$ cat src/rtl/cbt_pkg.sv
package cbt_pkg;

    localparam int          APB_AW          = 8;
    localparam logic [7:0]  OFS_PRESCALE    = 8'h00;
    localparam logic [7:0]  OFS_SEGMENTS    = 8'h04;
    localparam logic [7:0]  OFS_PHASE_TWO   = 8'h08;
    localparam logic [7:0]  OFS_CONTROL     = 8'h0c;
    localparam logic [7:0]  OFS_ERR_COUNT   = 8'h10;
    localparam logic [7:0]  OFS_COMM_STAT   = 8'h14;
    localparam logic [7:0]  OFS_FLAGS       = 8'h18;
    localparam logic [7:0]  OFS_ENABLES     = 8'h1c;
    localparam logic [7:0]  OFS_CTRL_STAT   = 8'h20;

    localparam logic [7:0]  TIMING_RESET    = 8'h00;
    localparam logic [1:0]  CONTROL_RESET   = 2'h1;
    localparam int          CTL_CONFIG      = 0;
    localparam int          CTL_FIFO        = 1;

    // flag and enable bit positions
    localparam int          FL_RX0          = 0;
    localparam int          FL_RX1          = 1;
    localparam int          FL_TX0          = 2;
    localparam int          FL_TX1          = 3;
    localparam int          FL_TX2          = 4;
    localparam int          FL_ERR          = 5;
    localparam int          FL_WAKE         = 6;
    localparam int          FL_MSGERR       = 7;

    // error cause bit positions
    localparam int          CS_CRC          = 0;
    localparam int          CS_ACK          = 1;
    localparam int          CS_FORM         = 2;
    localparam int          CS_BIT          = 3;
    localparam int          CS_STUFF        = 4;

    localparam logic [2:0]  IC_NONE         = 3'h0;
    localparam logic [2:0]  IC_ERR          = 3'h1;
    localparam logic [2:0]  IC_TX2          = 3'h2;
    localparam logic [2:0]  IC_TX1          = 3'h3;
    localparam logic [2:0]  IC_TX0          = 3'h4;
    localparam logic [2:0]  IC_RX1          = 3'h5;
    localparam logic [2:0]  IC_RX0          = 3'h6;
    localparam logic [2:0]  IC_WAKE         = 3'h7;
    localparam logic [4:0]  EIC_FIFO_RX     = 5'h10;

    localparam logic [8:0]  WARN_LIMIT      = 9'h060;
    localparam logic [8:0]  PASSIVE_LIMIT   = 9'h080;
    localparam logic [8:0]  BUSOFF_LIMIT    = 9'h100;
    localparam logic [8:0]  TEC_STEP        = 9'h008;
    localparam logic [7:0]  REC_MAX         = 8'hff;
    localparam logic [3:0]  IPT_TQ          = 4'h2;
    localparam logic [2:0]  ERR_FLAG_BITS   = 3'h6;
    localparam logic [2:0]  STUFF_RUN       = 3'h5;
    localparam logic [2:0]  EOF_LAST        = 3'h6;
    localparam logic [14:0] CRC_POLY        = 15'h4599;

    typedef enum logic [3:0] {
        FLD_IDLE      = 4'b0000,
        FLD_SOF       = 4'b0001,
        FLD_ARB       = 4'b0010,
        FLD_CTRL      = 4'b0011,
        FLD_DATA      = 4'b0100,
        FLD_CRC       = 4'b0101,
        FLD_CRC_DELIM = 4'b0110,
        FLD_ACK_SLOT  = 4'b0111,
        FLD_ACK_DELIM = 4'b1000,
        FLD_EOF       = 4'b1001,
        FLD_IFS       = 4'b1010
    } cbt_field_t;

    typedef struct packed {
        logic [7:0]  prescale;
        logic [7:0]  segments;
        logic [7:0]  phase_two;
        logic [1:0]  control;
        logic [7:0]  flags;
        logic [7:0]  enables;
        logic        ovfl;
        logic [4:0]  cause;
        logic [8:0]  tec;
        logic [7:0]  rec;
        logic        busoff;
        logic [3:0]  ones_run;
        logic [7:0]  recov_cnt;
        logic [5:0]  hq_cnt;
        logic [5:0]  hq_pos;
        logic [1:0]  early;
        logic        bit_valid;
        logic        bit_rx;
        logic        rx_prev;
        logic [2:0]  run_len;
        logic        run_bit;
        logic [14:0] crc;
        logic [14:0] rx_crc;
        logic [2:0]  eof_cnt;
        logic        frame_err;
        logic [2:0]  err_cnt;
        logic [4:0]  stat_prev;
        logic        can_tx;
        logic        retx;
        logic        err_frame;
        logic        irq;
        logic [31:0] prdata;
        logic        pready;
        logic        pslverr;
    } cbt_state_t;

endpackage

$ cat src/rtl/cbt_core.sv
// The APB interface to the registers and the register offsets were chosen for this implementation.
`timescale 1ns/100ps
`default_nettype none
module cbt_core
    import cbt_pkg::*;
#(
    parameter int RECESSIVE_RUN  = 11,
    parameter int RECOVERY_RUNS  = 128
) (
    input  wire logic              pclk,
    input  wire logic              presetn,
    input  wire logic              psel,
    input  wire logic              penable,
    input  wire logic              pwrite,
    input  wire logic [APB_AW-1:0] paddr,
    input  wire logic [31:0]       pwdata,
    output logic      [31:0]       prdata,
    output logic                   pready,
    output logic                   pslverr,
    input  wire logic              bus_receive_pin,
    output logic                   bus_transmit_pin,
    input  wire cbt_field_t        frame_field,
    input  wire logic              tx_active,
    input  wire logic              tx_bit,
    input  wire logic              rx_load_ok,
    input  wire logic              rx_buffer_sel,
    input  wire logic              rx_overflow,
    input  wire logic [2:0]        tx_buffer_empty,
    input  wire logic              bus_wake,
    output logic                   retransmit_req,
    output logic                   error_frame_active,
    output logic                   cpu_irq
);

    if (RECESSIVE_RUN < 2 || RECESSIVE_RUN > 16) begin : g_bad_run
        $error("RECESSIVE_RUN must lie in 2..16");
    end
    if (RECOVERY_RUNS < 1 || RECOVERY_RUNS > 256) begin : g_bad_recov
        $error("RECOVERY_RUNS must lie in 1..256");
    end

    localparam logic [3:0] RUN_LAST   = 4'(RECESSIVE_RUN - 1);
    localparam logic [7:0] RECOV_LAST = 8'(RECOVERY_RUNS - 1);

    cbt_state_t s_q;
    cbt_state_t s_d;

    // priority encoder, lowest code wins
    function automatic logic [2:0] int_code(input logic [7:0] p);
        if (p[FL_ERR]) begin
            int_code = IC_ERR;
        end else if (p[FL_TX2]) begin
            int_code = IC_TX2;
        end else if (p[FL_TX1]) begin
            int_code = IC_TX1;
        end else if (p[FL_TX0]) begin
            int_code = IC_TX0;
        end else if (p[FL_RX1]) begin
            int_code = IC_RX1;
        end else if (p[FL_RX0]) begin
            int_code = IC_RX0;
        end else if (p[FL_WAKE]) begin
            int_code = IC_WAKE;
        end else begin
            int_code = IC_NONE;
        end
    endfunction

    function automatic logic [3:0] tq_len(input logic [2:0] f);
        tq_len = {1'b0, f} + 4'h1;
    endfunction

    function automatic logic [14:0] crc_step(input logic [14:0] c,
                                             input logic        b);
        crc_step = {c[13:0], 1'b0} ^ ((b ^ c[14]) ? CRC_POLY : 15'h0000);
    endfunction

    logic [3:0]  ph1_tq;
    logic [3:0]  ph2_tq;
    logic [5:0]  sp_hq;
    logic [5:0]  bit_hq;
    logic [7:0]  pending;
    logic [2:0]  interrupt_code;
    logic [4:0]  extended_interrupt_code;
    logic [4:0]  stat;
    logic        passive;
    logic        cfg;
    logic        stuff_zone;

    always_comb begin
        cfg     = s_q.control[CTL_CONFIG];
        ph1_tq  = tq_len(s_q.segments[5:3]);
        if (s_q.segments[7]) begin
            ph2_tq = tq_len(s_q.phase_two[2:0]);
        end else if (ph1_tq > IPT_TQ) begin
            ph2_tq = ph1_tq;
        end else begin
            ph2_tq = IPT_TQ;
        end
        sp_hq   = {5'(5'h01 + 5'(tq_len(s_q.segments[2:0]))
                      + 5'(ph1_tq)), 1'b0};
        bit_hq  = 6'(sp_hq + {1'b0, ph2_tq, 1'b0});
        pending = s_q.flags & s_q.enables;
        interrupt_code   = int_code(pending);
        if (s_q.control[CTL_FIFO]
                && (interrupt_code == IC_RX0 || interrupt_code == IC_RX1)) begin
            extended_interrupt_code = EIC_FIFO_RX;
        end else begin
            extended_interrupt_code = {2'b00, interrupt_code};
        end
        passive = (s_q.tec >= PASSIVE_LIMIT)
                || ({1'b0, s_q.rec} >= PASSIVE_LIMIT);
        stat    = {s_q.busoff, s_q.tec >= PASSIVE_LIMIT,
                   {1'b0, s_q.rec} >= PASSIVE_LIMIT,
                   s_q.tec >= WARN_LIMIT,
                   {1'b0, s_q.rec} >= WARN_LIMIT};
        stuff_zone = frame_field == FLD_SOF || frame_field == FLD_ARB
                || frame_field == FLD_CTRL || frame_field == FLD_DATA
                || frame_field == FLD_CRC;
    end

    function automatic logic [31:0] rd_word(input logic [APB_AW-1:0] a,
                                            input cbt_state_t        s,
                                            input logic [4:0]        st,
                                            input logic [2:0]        ic,
                                            input logic [4:0]        ec);
        case (a)
            OFS_PRESCALE:  rd_word = {24'h000000, s.prescale};
            OFS_SEGMENTS:  rd_word = {24'h000000, s.segments};
            OFS_PHASE_TWO: rd_word = {24'h000000, s.phase_two};
            OFS_CONTROL:   rd_word = {30'h00000000, s.control};
            OFS_ERR_COUNT: rd_word = {7'h00, s.tec, 8'h00, s.rec};
            OFS_COMM_STAT: rd_word = {16'h0000, 3'h0, s.cause, 1'b0,
                                      s.ovfl, st, st[1] | st[0]};
            OFS_FLAGS:     rd_word = {24'h000000, s.flags};
            OFS_ENABLES:   rd_word = {24'h000000, s.enables};
            OFS_CTRL_STAT: rd_word = {16'h0000, 3'h0, ec, 4'h0, ic, 1'b0};
            default:       rd_word = 32'h00000000;
        endcase
    endfunction

    function automatic logic mapped(input logic [APB_AW-1:0] a);
        case (a)
            OFS_PRESCALE, OFS_SEGMENTS, OFS_PHASE_TWO, OFS_CONTROL,
            OFS_ERR_COUNT, OFS_COMM_STAT, OFS_FLAGS, OFS_ENABLES,
            OFS_CTRL_STAT: mapped = 1'b1;
            default:       mapped = 1'b0;
        endcase
    endfunction

    always_comb begin
        logic        wr;
        logic        b;
        logic [4:0]  e;
        logic        good;
        logic [7:0]  set;
        wr   = psel && penable && s_q.pready && pwrite;
        b    = s_q.bit_rx;
        e    = 5'h00;
        good = 1'b0;
        set  = 8'h00;
        s_d  = s_q;
        s_d.bit_valid = 1'b0;
        s_d.retx      = 1'b0;

        // apb: answer registered at setup, zero wait states
        s_d.pready = psel && !penable && !s_q.pready;
        if (psel && !penable) begin
            s_d.prdata  = rd_word(paddr, s_q, stat, interrupt_code, extended_interrupt_code);
            s_d.pslverr = !mapped(paddr);
        end
        if (wr) begin
            case (paddr)
                OFS_PRESCALE: begin
                    if (cfg) begin
                        s_d.prescale = pwdata[7:0];
                    end
                end
                OFS_SEGMENTS: begin
                    if (cfg) begin
                        s_d.segments = pwdata[7:0];
                    end
                end
                OFS_PHASE_TWO: begin
                    if (cfg) begin
                        s_d.phase_two = pwdata[7:0];
                    end
                end
                OFS_CONTROL: s_d.control = pwdata[1:0];
                OFS_COMM_STAT: begin
                    s_d.ovfl  = s_q.ovfl & pwdata[6];
                    s_d.cause = s_q.cause & pwdata[12:8];
                end
                OFS_FLAGS:   s_d.flags   = s_q.flags & pwdata[7:0];
                OFS_ENABLES: s_d.enables = pwdata[7:0];
                default: ;
            endcase
        end

        // bit timer in half quanta; prescaler field is half quantum - 1
        s_d.rx_prev = bus_receive_pin;
        if (cfg) begin
            s_d.hq_cnt = 6'h00;
            s_d.hq_pos = 6'h00;
        end else if ((frame_field == FLD_IDLE) && s_q.rx_prev
                && !bus_receive_pin) begin
            s_d.hq_cnt = 6'h00;
            s_d.hq_pos = 6'h00;
        end else if (s_q.hq_cnt == s_q.prescale[5:0]) begin
            s_d.hq_cnt = 6'h00;
            s_d.hq_pos = (s_q.hq_pos == 6'(bit_hq - 6'h01)) ? 6'h00
                       : 6'(s_q.hq_pos + 6'h01);
            if (s_q.hq_pos == 6'(sp_hq - 6'h02)) begin
                s_d.early[0] = bus_receive_pin;
            end
            if (s_q.hq_pos == 6'(sp_hq - 6'h01)) begin
                s_d.early[1] = bus_receive_pin;
            end
            if (s_q.hq_pos == sp_hq) begin
                s_d.bit_valid = 1'b1;
                s_d.bit_rx = s_q.segments[6]
                    ? ((s_q.early[0] & s_q.early[1])
                       | (s_q.early[0] & bus_receive_pin)
                       | (s_q.early[1] & bus_receive_pin))
                    : bus_receive_pin;
            end
        end else begin
            s_d.hq_cnt = 6'(s_q.hq_cnt + 6'h01);
        end

        // bus-off recovery counts recessive runs; otherwise error flag countdown, then frame checks
        if (s_q.bit_valid && s_q.busoff) begin
            if (b) begin
                if (s_q.ones_run == RUN_LAST) begin
                    s_d.ones_run = 4'h0;
                    if (s_q.recov_cnt == RECOV_LAST) begin
                        s_d.busoff    = 1'b0;
                        s_d.recov_cnt = 8'h00;
                        s_d.tec       = 9'h000;
                        s_d.rec       = 8'h00;
                    end else begin
                        s_d.recov_cnt = 8'(s_q.recov_cnt + 8'h01);
                    end
                end else begin
                    s_d.ones_run = 4'(s_q.ones_run + 4'h1);
                end
            end else begin
                s_d.ones_run = 4'h0;
            end
        end else if (s_q.bit_valid && !cfg && s_q.err_cnt != 3'h0) begin
            s_d.err_cnt = 3'(s_q.err_cnt - 3'h1);
        end else if (s_q.bit_valid && !cfg) begin
            if (frame_field == FLD_SOF) begin
                s_d.run_len   = 3'h1;
                s_d.run_bit   = b;
                s_d.crc       = crc_step(15'h0000, b);
                s_d.frame_err = 1'b0;
                s_d.eof_cnt   = 3'h0;
            end else if (stuff_zone) begin
                if (s_q.run_len == STUFF_RUN) begin
                    if (b == s_q.run_bit) begin
                        e[CS_STUFF] = 1'b1;
                    end else begin
                        s_d.run_len = 3'h1;
                        s_d.run_bit = b;
                    end
                end else begin
                    s_d.run_len = (b == s_q.run_bit)
                                ? 3'(s_q.run_len + 3'h1) : 3'h1;
                    s_d.run_bit = b;
                    if (frame_field == FLD_CRC) begin
                        s_d.rx_crc = {s_q.rx_crc[13:0], b};
                    end else begin
                        s_d.crc = crc_step(s_q.crc, b);
                    end
                end
            end
            if (frame_field == FLD_CRC_DELIM && s_q.rx_crc != s_q.crc) begin
                e[CS_CRC] = 1'b1;
            end
            if (frame_field == FLD_ACK_SLOT && tx_active && b) begin
                e[CS_ACK] = 1'b1;
            end
            if (!b && (frame_field == FLD_CRC_DELIM
                    || frame_field == FLD_ACK_DELIM
                    || frame_field == FLD_EOF
                    || frame_field == FLD_IFS)) begin
                e[CS_FORM] = 1'b1;
            end
            if (tx_active && b != tx_bit
                    && !(tx_bit && !b && (frame_field == FLD_ARB
                         || frame_field == FLD_ACK_SLOT))) begin
                e[CS_BIT] = 1'b1;
            end
            if (frame_field == FLD_EOF) begin
                s_d.eof_cnt = 3'(s_q.eof_cnt + 3'h1);
                good = (s_q.eof_cnt == EOF_LAST) && !s_q.frame_err && b;
            end
            if (e != 5'h00) begin
                s_d.frame_err = 1'b1;
                s_d.cause     = s_d.cause | e;
                s_d.err_cnt   = ERR_FLAG_BITS;
                set[FL_MSGERR] = 1'b1;
                if (tx_active) begin
                    s_d.retx = 1'b1;
                    s_d.tec  = (s_q.tec >= BUSOFF_LIMIT) ? s_q.tec
                             : 9'(s_q.tec + TEC_STEP);
                end else if (s_q.rec != REC_MAX) begin
                    s_d.rec = 8'(s_q.rec + 8'h01);
                end
            end else if (good) begin
                if (tx_active) begin
                    if (s_q.tec != 9'h000) begin
                        s_d.tec = 9'(s_q.tec - 9'h001);
                    end
                end else begin
                    if (s_q.rec != 8'h00) begin
                        s_d.rec = 8'(s_q.rec - 8'h01);
                    end
                    if (rx_load_ok) begin
                        if (rx_buffer_sel && !s_q.control[CTL_FIFO]) begin
                            set[FL_RX1] = 1'b1;
                        end else begin
                            set[FL_RX0] = 1'b1;
                        end
                    end
                end
            end
        end
        if (s_d.tec >= BUSOFF_LIMIT) begin
            s_d.busoff = 1'b1;
            s_d.err_cnt = 3'h0;
            s_d.retx    = 1'b0;
        end

        // event sources; a set beats a same-cycle software clear
        s_d.stat_prev = stat;
        if (rx_overflow) begin
            s_d.ovfl = 1'b1;
        end
        set[FL_ERR]  = (stat != s_q.stat_prev) || rx_overflow;
        set[FL_TX0]  = tx_buffer_empty[0];
        set[FL_TX1]  = tx_buffer_empty[1];
        set[FL_TX2]  = tx_buffer_empty[2];
        set[FL_WAKE] = bus_wake;
        s_d.flags = s_d.flags | set;
        s_d.irq   = |(s_d.flags & s_d.enables);

        if (s_d.busoff) begin
            s_d.can_tx = 1'b1;
        end else if (s_d.err_cnt != 3'h0) begin
            s_d.can_tx = passive;
        end else begin
            s_d.can_tx = tx_active ? tx_bit : 1'b1;
        end
        s_d.err_frame = s_d.err_cnt != 3'h0;
    end

    always_ff @(posedge pclk or negedge presetn) begin
        if (!presetn) begin
            s_q           <= '0;
            s_q.prescale  <= TIMING_RESET;
            s_q.segments  <= TIMING_RESET;
            s_q.phase_two <= TIMING_RESET;
            s_q.control   <= CONTROL_RESET;
            s_q.rx_prev   <= 1'b1;
            s_q.run_bit   <= 1'b1;
            s_q.can_tx    <= 1'b1;
        end else begin
            s_q <= s_d;
        end
    end

    assign prdata             = s_q.prdata;
    assign pready             = s_q.pready;
    assign pslverr            = s_q.pslverr;
    assign bus_transmit_pin   = s_q.can_tx;
    assign retransmit_req     = s_q.retx;
    assign error_frame_active = s_q.err_frame;
    assign cpu_irq            = s_q.irq;

endmodule
`default_nettype wire

$ cat config.mk
export PLATFORM = sky130hd
export DESIGN_NAME = cbt_core
export DESIGN_NICKNAME = d
export VERILOG_FILES = /design/src/rtl/cbt_pkg.sv /design/src/rtl/cbt_core.sv
export SDC_FILE = /design/constraint.sdc
export NUM_CORES = 1
export LEC_CHECK = 0
export BUFFER_PORTS_ARGS = -buffer_cell sky130_fd_sc_hd__buf_2
export CORE_ASPECT_RATIO = 1.5
export CORE_UTILIZATION = 45
export DETAILED_ROUTE_END_ITERATION = 12
export PLACE_DENSITY = 0.72
export SLEW_MARGIN = 20
export SYNTH_ARGS = -nofsm -noshare
export SYNTH_HDL_FRONTEND = slang
export SYNTH_SLANG_ARGS = --single-unit
$ cat constraint.sdc
create_clock -name pclk -period 6.1 [get_ports pclk]
set_clock_uncertainty 0.1 [all_clocks]
set_input_delay 1.22 -clock pclk [delete_from_list [all_inputs] [get_ports pclk]]
set_output_delay 1.22 -clock pclk [all_outputs]
set_load 0.03 [all_outputs]
Yosys cells after proc, flatten, opt, wreduce, memory -nomap -nowiden --
Cells that the tools add are included.
Operators by class: bitwise logic cells 21, reduce and logical (&&, ||, !) cells 75, $add $sub $neg 20, eq/ne operators 44, muxes and demuxes 121, order comparisons 7, divide/modulo/power cells 0, multiply operators 0, shift operators 0
Operator list (count):
- case mux 25 bit (9 select lines) | 1
- two-way mux 15 bit | 5
- two-way mux 8 bit | 9
- two-way mux 22 bit | 3
- two-way mux 18 bit | 3
- two-way mux 17 bit | 3
- two-way mux 1 bit | 49
- two-way mux 41 bit | 1
- two-way mux 3 bit | 12
- two-way mux 9 bit | 4
- two-way mux 34 bit | 1
- == test 8 x 5 -> 1 bit, second input constant | 4
- two-way mux 4 bit | 8
- == test 6 bit | 5
- two-way mux 30 bit | 1
- two-way mux 12 bit | 2
- logical AND 1 bit | 22
- two-way mux 2 bit | 10
- AND reduction 4 bit | 5
- two-way mux 19 bit | 1
- >= comparator 9 bit, second input constant | 2
- two-way mux 6 bit | 3
- adder 8 x 1 -> 8 bit, second input constant | 2
- AND 8 bit | 2
- other kinds (65) | 130
Word-level totals: RAM bits 0, bits in latches 0, bits in read-only memories 0, register bits after elaboration 179, memories 0

Longest topological paths before layout --
Gate-level depths: netlist (run 1).
depth after elaboration 20, gate-level depth with buffers 18, depth with buffers taken out 18

Least setup slack after synthesis (run 1) --
No wires, ideal clock.
path type register -> register, start register s_q[166] (netlist name), end register s_q[93] (netlist name), stages on the path, launching flop included 17, path buffers 0, arrival 3.948 ns, slack 1.928 ns, required time 5.876 ns, cell sequence dfrtp_1 -> ha_1 -> ha_1 -> inv_1 -> ha_1 -> fa_1 -> inv_1 -> ha_1 -> inv_1 -> ha_1 -> a21o_1 -> a21oi_1 -> xor2_1 -> xnor2_1 -> o31ai_1 -> nor3_1 -> a211o_1
On the way: longest elaborated chain between the ends 11
Ends and longest elaborated chain:
- from (decl) | RTL line cbt_core.sv:45 | cbt_state_t s_q;
- adder 3 x 1 -> 4 bit (*) | RTL line cbt_core.sv:70 | tq_len = {1'b0, f} + 4'h1;
- > comparator 4 x 2 -> 1 bit | RTL line cbt_core.sv:95 | end else if (ph1_tq > IPT_TQ) begin
- two-way mux 4 bit | RTL line cbt_core.sv:95
- two-way mux 4 bit | RTL line cbt_core.sv:93 | if (s_q.segments[7]) begin
- adder 6 x 5 -> 6 bit (*) | RTL line cbt_core.sv:102 | bit_hq = 6'(sp_hq + {1'b0, ph2_tq, 1'b0});
- subtractor 6 x 1 -> 6 bit (*) | RTL line cbt_core.sv:211 | s_d.hq_pos = (s_q.hq_pos == 6'(bit_hq - 6'h01)) ? 6'h00
- == test 6 bit (*) | RTL line cbt_core.sv:211
- two-way mux 6 bit (*) | RTL line cbt_core.sv:211
- two-way mux 10 bit (*) | RTL line cbt_core.sv:209 | end else if (s_q.hq_cnt == s_q.prescale[5:0]) begin
- two-way mux 12 bit (*) | RTL line cbt_core.sv:205 | end else if ((frame_field == FLD_IDLE) && s_q.rx_prev
- two-way mux 12 bit (*) | RTL line cbt_core.sv:202 | if (cfg) begin
Every way passes the cells marked *; elsewhere a longest branch is shown, timed or not. The select of a mux whose other input is x is not followed. A chain may end at the register's enable or synchronous reset.

Final worst setup path (run 1) --
Same ends and word-level chain as after synthesis.

==> impl_metrics.json, run 1 <==
{
  "finalCritPeriodShare": 0.758,
  "drc": 0,
  "layout-drive-gt1-share": 0.152,
  "cts_tree": "built",
  "crit_fanout": 9,
  "synth_simple_gate_area_frac": 0.188,
  "setup_violations": 0,
  "worst_slew_pin_slew_ns": 0.886,
  "yosysSeqAreaShare": 0.427,
  "cts-root-buf": "clkbuf_16",
  "crit_type": "reg -> reg",
  "avgRoutedWirePerCell_um": 18.7,
  "grt_pass1_vias": 7704,
  "yosysWarnings": 0,
  "max_freq_mhz": 216,
  "largest_reg_flops": 133,
  "final_common_cell": "dfrtp_1",
  "io_buffers": 67,
  "hold_class": "reg -> reg",
  "p_leak_nw": 4.97,
  "clk_latency_ns": 0.43,
  "grt_pass1_wl_mm": 40.9,
  "cts_setup_buffers": 0,
  "h-tree-depth": 4,
  "wirelength_mm": 25.9,
  "rsz0062_at_grt": "false",
  "postCtsHoldBufs": 0,
  "clock_sinks": 169,
  "syn_area_per_cell_um2": 9.21,
  "syn-cell-area_mm2": 0.00992,
  "finalNetCount": 1196,
  "rows": 66,
  "outcome": "complete, no violations",
  "report.final.slew_viol_count": 0,
  "n_antenna_cell": 0,
  "synth.ff_latch_count": 169,
  "synthTopCellsByArea": "dfrtp_1 (42%), mux2_2 (5.0%), nand2_1 (4.9%)",
  "synth-adder-area-share": 0.0494,
  "synth_edf_count": 0,
  "antenna_found_initial": 0,
  "dp_hpwl_mm": 19.2,
  "async_reset_ff_frac": 1.00,
  "via_per_inst": 5.87,
  "io_pins": 97,
  "area_growth_pct": 9.08,
  "arrival_ns": 4.84,
  "first_iter_violations": 578,
  "cts_buffer_depth": 2,
  "cap_violations": 0,
  "regMostFlops": "s_q",
  "synth_top_family_by_area": "simple AND/OR/NAND/NOR gates",
  "core_region_area_mm2": 0.0216,
  "dr.pass1.iters": 7,
  "synth_compound_area_frac": 0.155,
  "vias": 8126,
  "grt_max_degree": 61,
  "final_area_mm2": 0.0108,
  "yosys_most_used_dff": "dfrtp_1",
  "die_w_um": 123,
  "synth_xor_area_frac": 0.0591,
  "cp-start-kind": "register",
  "cp.required_ns": 6.32,
  "ir_drop_mv": 0.204,
  "synth_cell_types": 71,
  "tns_ns": 0,
  "grt.overflow.total": 0,
  "post_cts_resized": 0,
  "place.gp.congestion": 0.964,
  "dieHeight_um": 184,
  "ant_nets": 0,
  "start_util": 0.459,
  "die-area_mm2": 0.0227,
  "hold_viol": 0,
  "cts.clk_slew.worst_paths_ns": 0.07,
  "critPathCaptureType": "register",
  "dpl-instance-area_mm2": 0.0103,
  "cts_buffers": 17,
  "syn_inst": 1077,
  "post-route-min-period_ns": 4.62,
  "grt_usage": 0.238,
  "power_density_mw_per_mm2": 283,
  "synthMuxAreaShare": 0.0570,
  "mostFrequentLayoutCells": "dfrtp_1 (165), nand2_1 (130), o21ai_0 (82), nor2_1 (72), buf_2 (66)",
  "synth_area_leader_cell": "dfrtp_1",
  "synth_top_area_share": 0.416,
  "max_slew_margin": 0.404
}
[layout make-up]
class	instances	area [um^2]
Fill cell	2030	10800
Multi-Input combinational cell	783	5090
Sequential cell	169	4230
Clock buffer	19	453
Timing Repair Buffer	73	387
Tap cell	272	340
Inverter	55	206
Clock inverter	13	119
[stage by stage]
| step | worst slack, ns | power (mW) | hold slack, ns | cells | util |
|---|---|---|---|---|---|
| 2_1_floorplan | 1.93 | 1.84 | 0.252 | 1086 | - |
| 3_3_place_gp | 1.55 | 2.01 | 0.325 | 1352 | 0.474 |
| 3_5_place_dp | 1.53 | 2.02 | 0.336 | 1352 | 0.474 |
| 4_1_cts | 1.49 | 3.07 | 0.345 | 1384 | 0.500 |
| 5_1_grt | 1.13 | 3.21 | 0.365 | 1384 | 0.500 |
| 6_report | 1.48 | 3.06 | 0.344 | 1384 | 0.500 |
[Yosys cell counts (3+ instances only)]
| cell | n |
|---|---|
| a21o_1 | 8 |
| mux2_2 | 44 |
| nand4_1 | 13 |
| o2bb2ai_1 | 4 |
| o22a_1 | 3 |
| clkbuf_1 | 35 |
| mux2i_1 | 7 |
| ha_1 | 36 |
| a21oi_1 | 41 |
| nor3b_1 | 3 |
| nand3_1 | 55 |
| buf_2 | 4 |
| o32ai_1 | 3 |
| and3_1 | 10 |
| o31ai_1 | 13 |
| dfrtp_1 | 165 |
| a32oi_1 | 4 |
| a22oi_1 | 7 |
| nor2b_1 | 10 |
| dfstp_2 | 4 |
| and2_1 | 7 |
| buf_4 | 34 |
| a211oi_1 | 3 |
| xnor2_1 | 39 |
| nand2_1 | 130 |
| nor4_1 | 13 |
| a222oi_1 | 6 |
| buf_1 | 5 |
| nor2_1 | 72 |
| nand2b_1 | 18 |
| o221ai_1 | 5 |
| nor3_1 | 26 |
| nand3b_1 | 3 |
| o211ai_1 | 5 |
| xor2_1 | 28 |
| a31oi_1 | 16 |
| a2bb2oi_1 | 5 |
| o21ai_0 | 82 |
| a22o_1 | 3 |
| inv_1 | 55 |
| a311oi_1 | 6 |
| a221oi_1 | 3 |
[layer usage]
| layer | global-route usage | share of wire | up-vias |
|---|---|---|---|
| li1 | - | - | 3818 |
| met5 | 0 | 0 | - |
| met3 | 0.0437 | 0.052 | 92 |
| met1 | 0.270 | 0.38 | 3930 |
| met2 | 0.410 | 0.51 | 286 |
| met4 | 0.141 | 0.052 | 0 |
[path summary, 6_finish.rpt]
path	end	cells after the start	slack (ns)	startpoint
setup reg to reg	s_q[93]	15	1.48	s_q[166]
min in group asynchronous	pslverr	1	0.62	presetn
hold / removal	pready	1	0.34	pready
hold reg to reg	pready	1	0.34	pready
setup / recovery	s_q[93]	15	1.48	s_q[166]
max in group asynchronous	s_q[103]	2	4.09	presetn
[power breakdown]
group          total [mW]  internal, mW  switching, mW
clock                1.05         0.587          0.468
combinational       0.649         0.241          0.408
sequential           1.36          1.23          0.134
total                3.06          2.05           1.01
[cell families (layout without fill, tap and decap cells)]
logic type,Yosys count,count (layout)
compound gates,236,236
xor+xnor,67,67
fa+ha+maj,38,38
buf+inv,134,160
flops,169,169
mux,51,51
other cells,1,10
simple gates,381,381
[critical path, stage by stage (launching register included)]
cell	delay [ns]
dfrtp_1	0.44
ha_1	0.23
xor2_1	0.29
ha_1	0.33
fa_1	0.62
inv_1	0.07
ha_1	0.28
inv_1	0.06
ha_1	0.30
a21o_1	0.16
a21oi_1	0.16
xor2_1	0.20
xnor2_1	0.09
o31ai_1	0.77
nor3_1	0.10
a211o_1	0.29
(Power assumes the default switching activity.)
==> inputs of run 2 (changes only) <==
Settings changed: ABC_AREA set to 1, PLACE_DENSITY 0.72 to 0.75.
Clock period 6.1 ns to 4 ns, I/O delays scaled along.
==> run 2 against run 1 <==
  * Die area increased by 1.6%
  * Clock power is 62% higher
  * Synthesized cell count rose by 22%
  * Utilization rose by 1.2 points
  * Worst setup slack got worse by 1.3 ns
  * Worst hold slack worse by 0.0033 ns
  * Total power rose by 53%
  * Critical path type unchanged
==> impl_metrics.json, run 2 <==
{
  "outcome": "complete, no violations",
  "cp.required_ns": 4.21,
  "ir_drop_mv": 0.317,
  "hold_viol": 0,
  "yosysWarnings": 0,
  "grt_max_degree": 87,
  "cp-startpoint": "s_q[167]",
  "cap_violations": 0,
  "vias": 8979,
  "crit_fanout": 5,
  "worst_slew_pin_slew_ns": 0.863,
  "io_pins": 97,
  "crit_type": "reg -> reg",
  "place.gp.congestion": 0.944,
  "cts.clk_slew.worst_paths_ns": 0.07,
  "cts-root-buf": "clkbuf_16",
  "io_buffers": 67,
  "clk_latency_ns": 0.44,
  "max_freq_mhz": 259,
  "cts_buffers": 17,
  "grt_pass1_vias": 8895,
  "synth_area_leader_cell": "dfrtp_1",
  "whs_ns": 0.341,
  "finalNetCount": 1459,
  "dp_hpwl_mm": 20.7,
  "finalCritPeriodShare": 0.965,
  "clock_sinks": 169,
  "cp-start-kind": "register",
  "synthTopCellsByArea": "dfrtp_1 (41%), nand2_1 (12%), inv_1 (6.8%)",
  "rows": 66,
  "max_slew_margin": 0.425,
  "drc": 0,
  "regMostFlops": "s_q",
  "largest_reg_flops": 133,
  "hold_class": "in -> async",
  "start_util": 0.463,
  "arrival_ns": 4.07,
  "core_region_area_mm2": 0.0218,
  "grt_usage": 0.246,
  "antenna_found_initial": 2,
  "final_common_cell": "nand2_1",
  "cts_tree": "built",
  "h-tree-depth": 4,
  "regToRegStartpoint": "s_q[167]",
  "p_total_mw": 4.69,
  "yosys_most_used_dff": "dfrtp_1",
  "async_reset_ff_frac": 1.00,
  "mostFrequentLayoutCells": "nand2_1 (325), inv_1 (183), dfrtp_1 (164), o21ai_0 (130), nor2_1 (106)",
  "dieHeight_um": 185,
  "yosysMostFrequentCell": "nand2_1",
  "wirelength_mm": 27.4,
  "die-area_mm2": 0.0230,
  "ant_nets": 0,
  "die_w_um": 124,
  "yosysSeqAreaShare": 0.420,
  "grt_pass1_wl_mm": 44.2,
  "synth.ff_latch_count": 169,
  "power_density_mw_per_mm2": 420,
  "worst_path_most_repeated_cell": "ha_1",
  "syn_inst": 1316,
  "p_leak_nw": 5.50,
  "slowest_stage": "dfrtp_1",
  "timing.critical_path.cells": "inv_2 -> ha_4 -> ha_1 -> inv_1 -> ha_1 -> fa_1 -> nand2_1 -> and2_4 -> inv_1 -> ha_1 -> inv_1 -> ha_1 -> a21oi_1 -> nand2_1 -> xnor2_2 -> xnor2_1 -> o31ai_1 -> buf_4 -> o22ai_1",
  "avgRoutedWirePerCell_um": 16.6,
  "dr.pass1.iters": 7,
  "syn-cell-area_mm2": 0.0101,
  "via_per_inst": 5.45,
  "cts_buffer_depth": 2,
  "synthTopCellsByCount": "nand2_1 (325), inv_1 (184), dfrtp_1 (165)",
  "critPathCaptureType": "register",
  "grt.overflow.total": 0,
  "report.final.slew_viol_count": 0,
  "synth_cell_types": 54,
  "synth_top_area_share": 0.409,
  "area_growth_pct": 10.8,
  "layout-drive-gt1-share": 0.121,
  "setup_violations": 0,
  "syn_area_per_cell_um2": 7.66,
  "slowest_delay_ns": 0.41,
  "post-route-min-period_ns": 3.86,
  "synth_edf_count": 0,
  "first_iter_violations": 629
}
run 2: worst max-delay path: cells and delay by family (launching register included):
kind                       cells  cell delay [ns]
and+or+nand+nor                3             0.33
xor gates and xnor gates       2             0.28
buffers and inverters          5             0.41
adders and majority gates      6             1.73
DFF                            1             0.41
AOI/OAI and AO/OA              3             0.46
run 2: path summary, 6_finish.rpt:
check	endpoint	slack (ns)	cells after the start
setup / recovery	s_q[91]	0.14	19
hold / removal	cpu_irq	0.34	1
setup reg to reg	s_q[91]	0.14	19
hold reg to reg	pready	0.36	1
max in group asynchronous	cfg	2.61	2
min in group pclk	pready	0.36	1
run 2: repair_timing:
action                                 4_1_cts  5_1_grt
buffers inserted                             0        1
hold buffers                                 0        0
endpoints found under the hold margin        0        0
setup endpoints to repair                    0        5
gates resized for setup                      0        7
run 2: per-stage QoR:
step / util / cells / TNS, ns / worst slack (ns) / area [um^2]
after CTS: 0.510 / 1646 / 0 / 0.119 / 11100
after floorplan: - / 1325 / 0 / 0.337 / 10100
after global placement: 0.482 / 1614 / 0 / 0.297 / 10500
final: 0.513 / 1649 / 0 / 0.139 / 11200
after global routing: 0.513 / 1649 / -0.00116 / -0.00116 / 11200
after detailed placement: 0.482 / 1614 / 0 / 0.133 / 10500
run 2: kinds of logic after synthesis:
group	after synthesis	share of synthesized area
DFF	169	0.420
and+or+nand+nor	575	0.245
other	1	0.000372
AOI/OAI and AO/OA	241	0.140
buffers and inverters	251	0.109
adders and majority gates	38	0.0486
xor gates and xnor gates	41	0.0364
run 2: cell type report:
type	instances	area, um^2
Antenna cell	2	5.00
Clock buffer	23	498
Clock inverter	9	113
Fill cell	2121	10600
Inverter	191	722
Multi-Input combinational cell	905	4820
Sequential cell	169	4240
Tap cell	272	340
Timing Repair Buffer	78	437
run 2: per-layer routing:
metal  wire (um)  vias to the layer above  GRT usage
met3        1000                       96     0.0427
met2       14000                      255      0.441
met5           0                        -          0
met1       10600                     4304      0.264
li1            -                     4324          -
met4        1740                        0      0.170
run 2: power breakdown:
group | leakage, nW | total [mW] | internal (mW) | switching, mW
Sequential | 2.17 | 2.04 | 1.87 | 0.176
Combinational | 3.03 | 0.939 | 0.314 | 0.625
Clock | 0.300 | 1.70 | 1.01 | 0.699
Total | 5.50 | 4.69 | 3.19 | 1.50
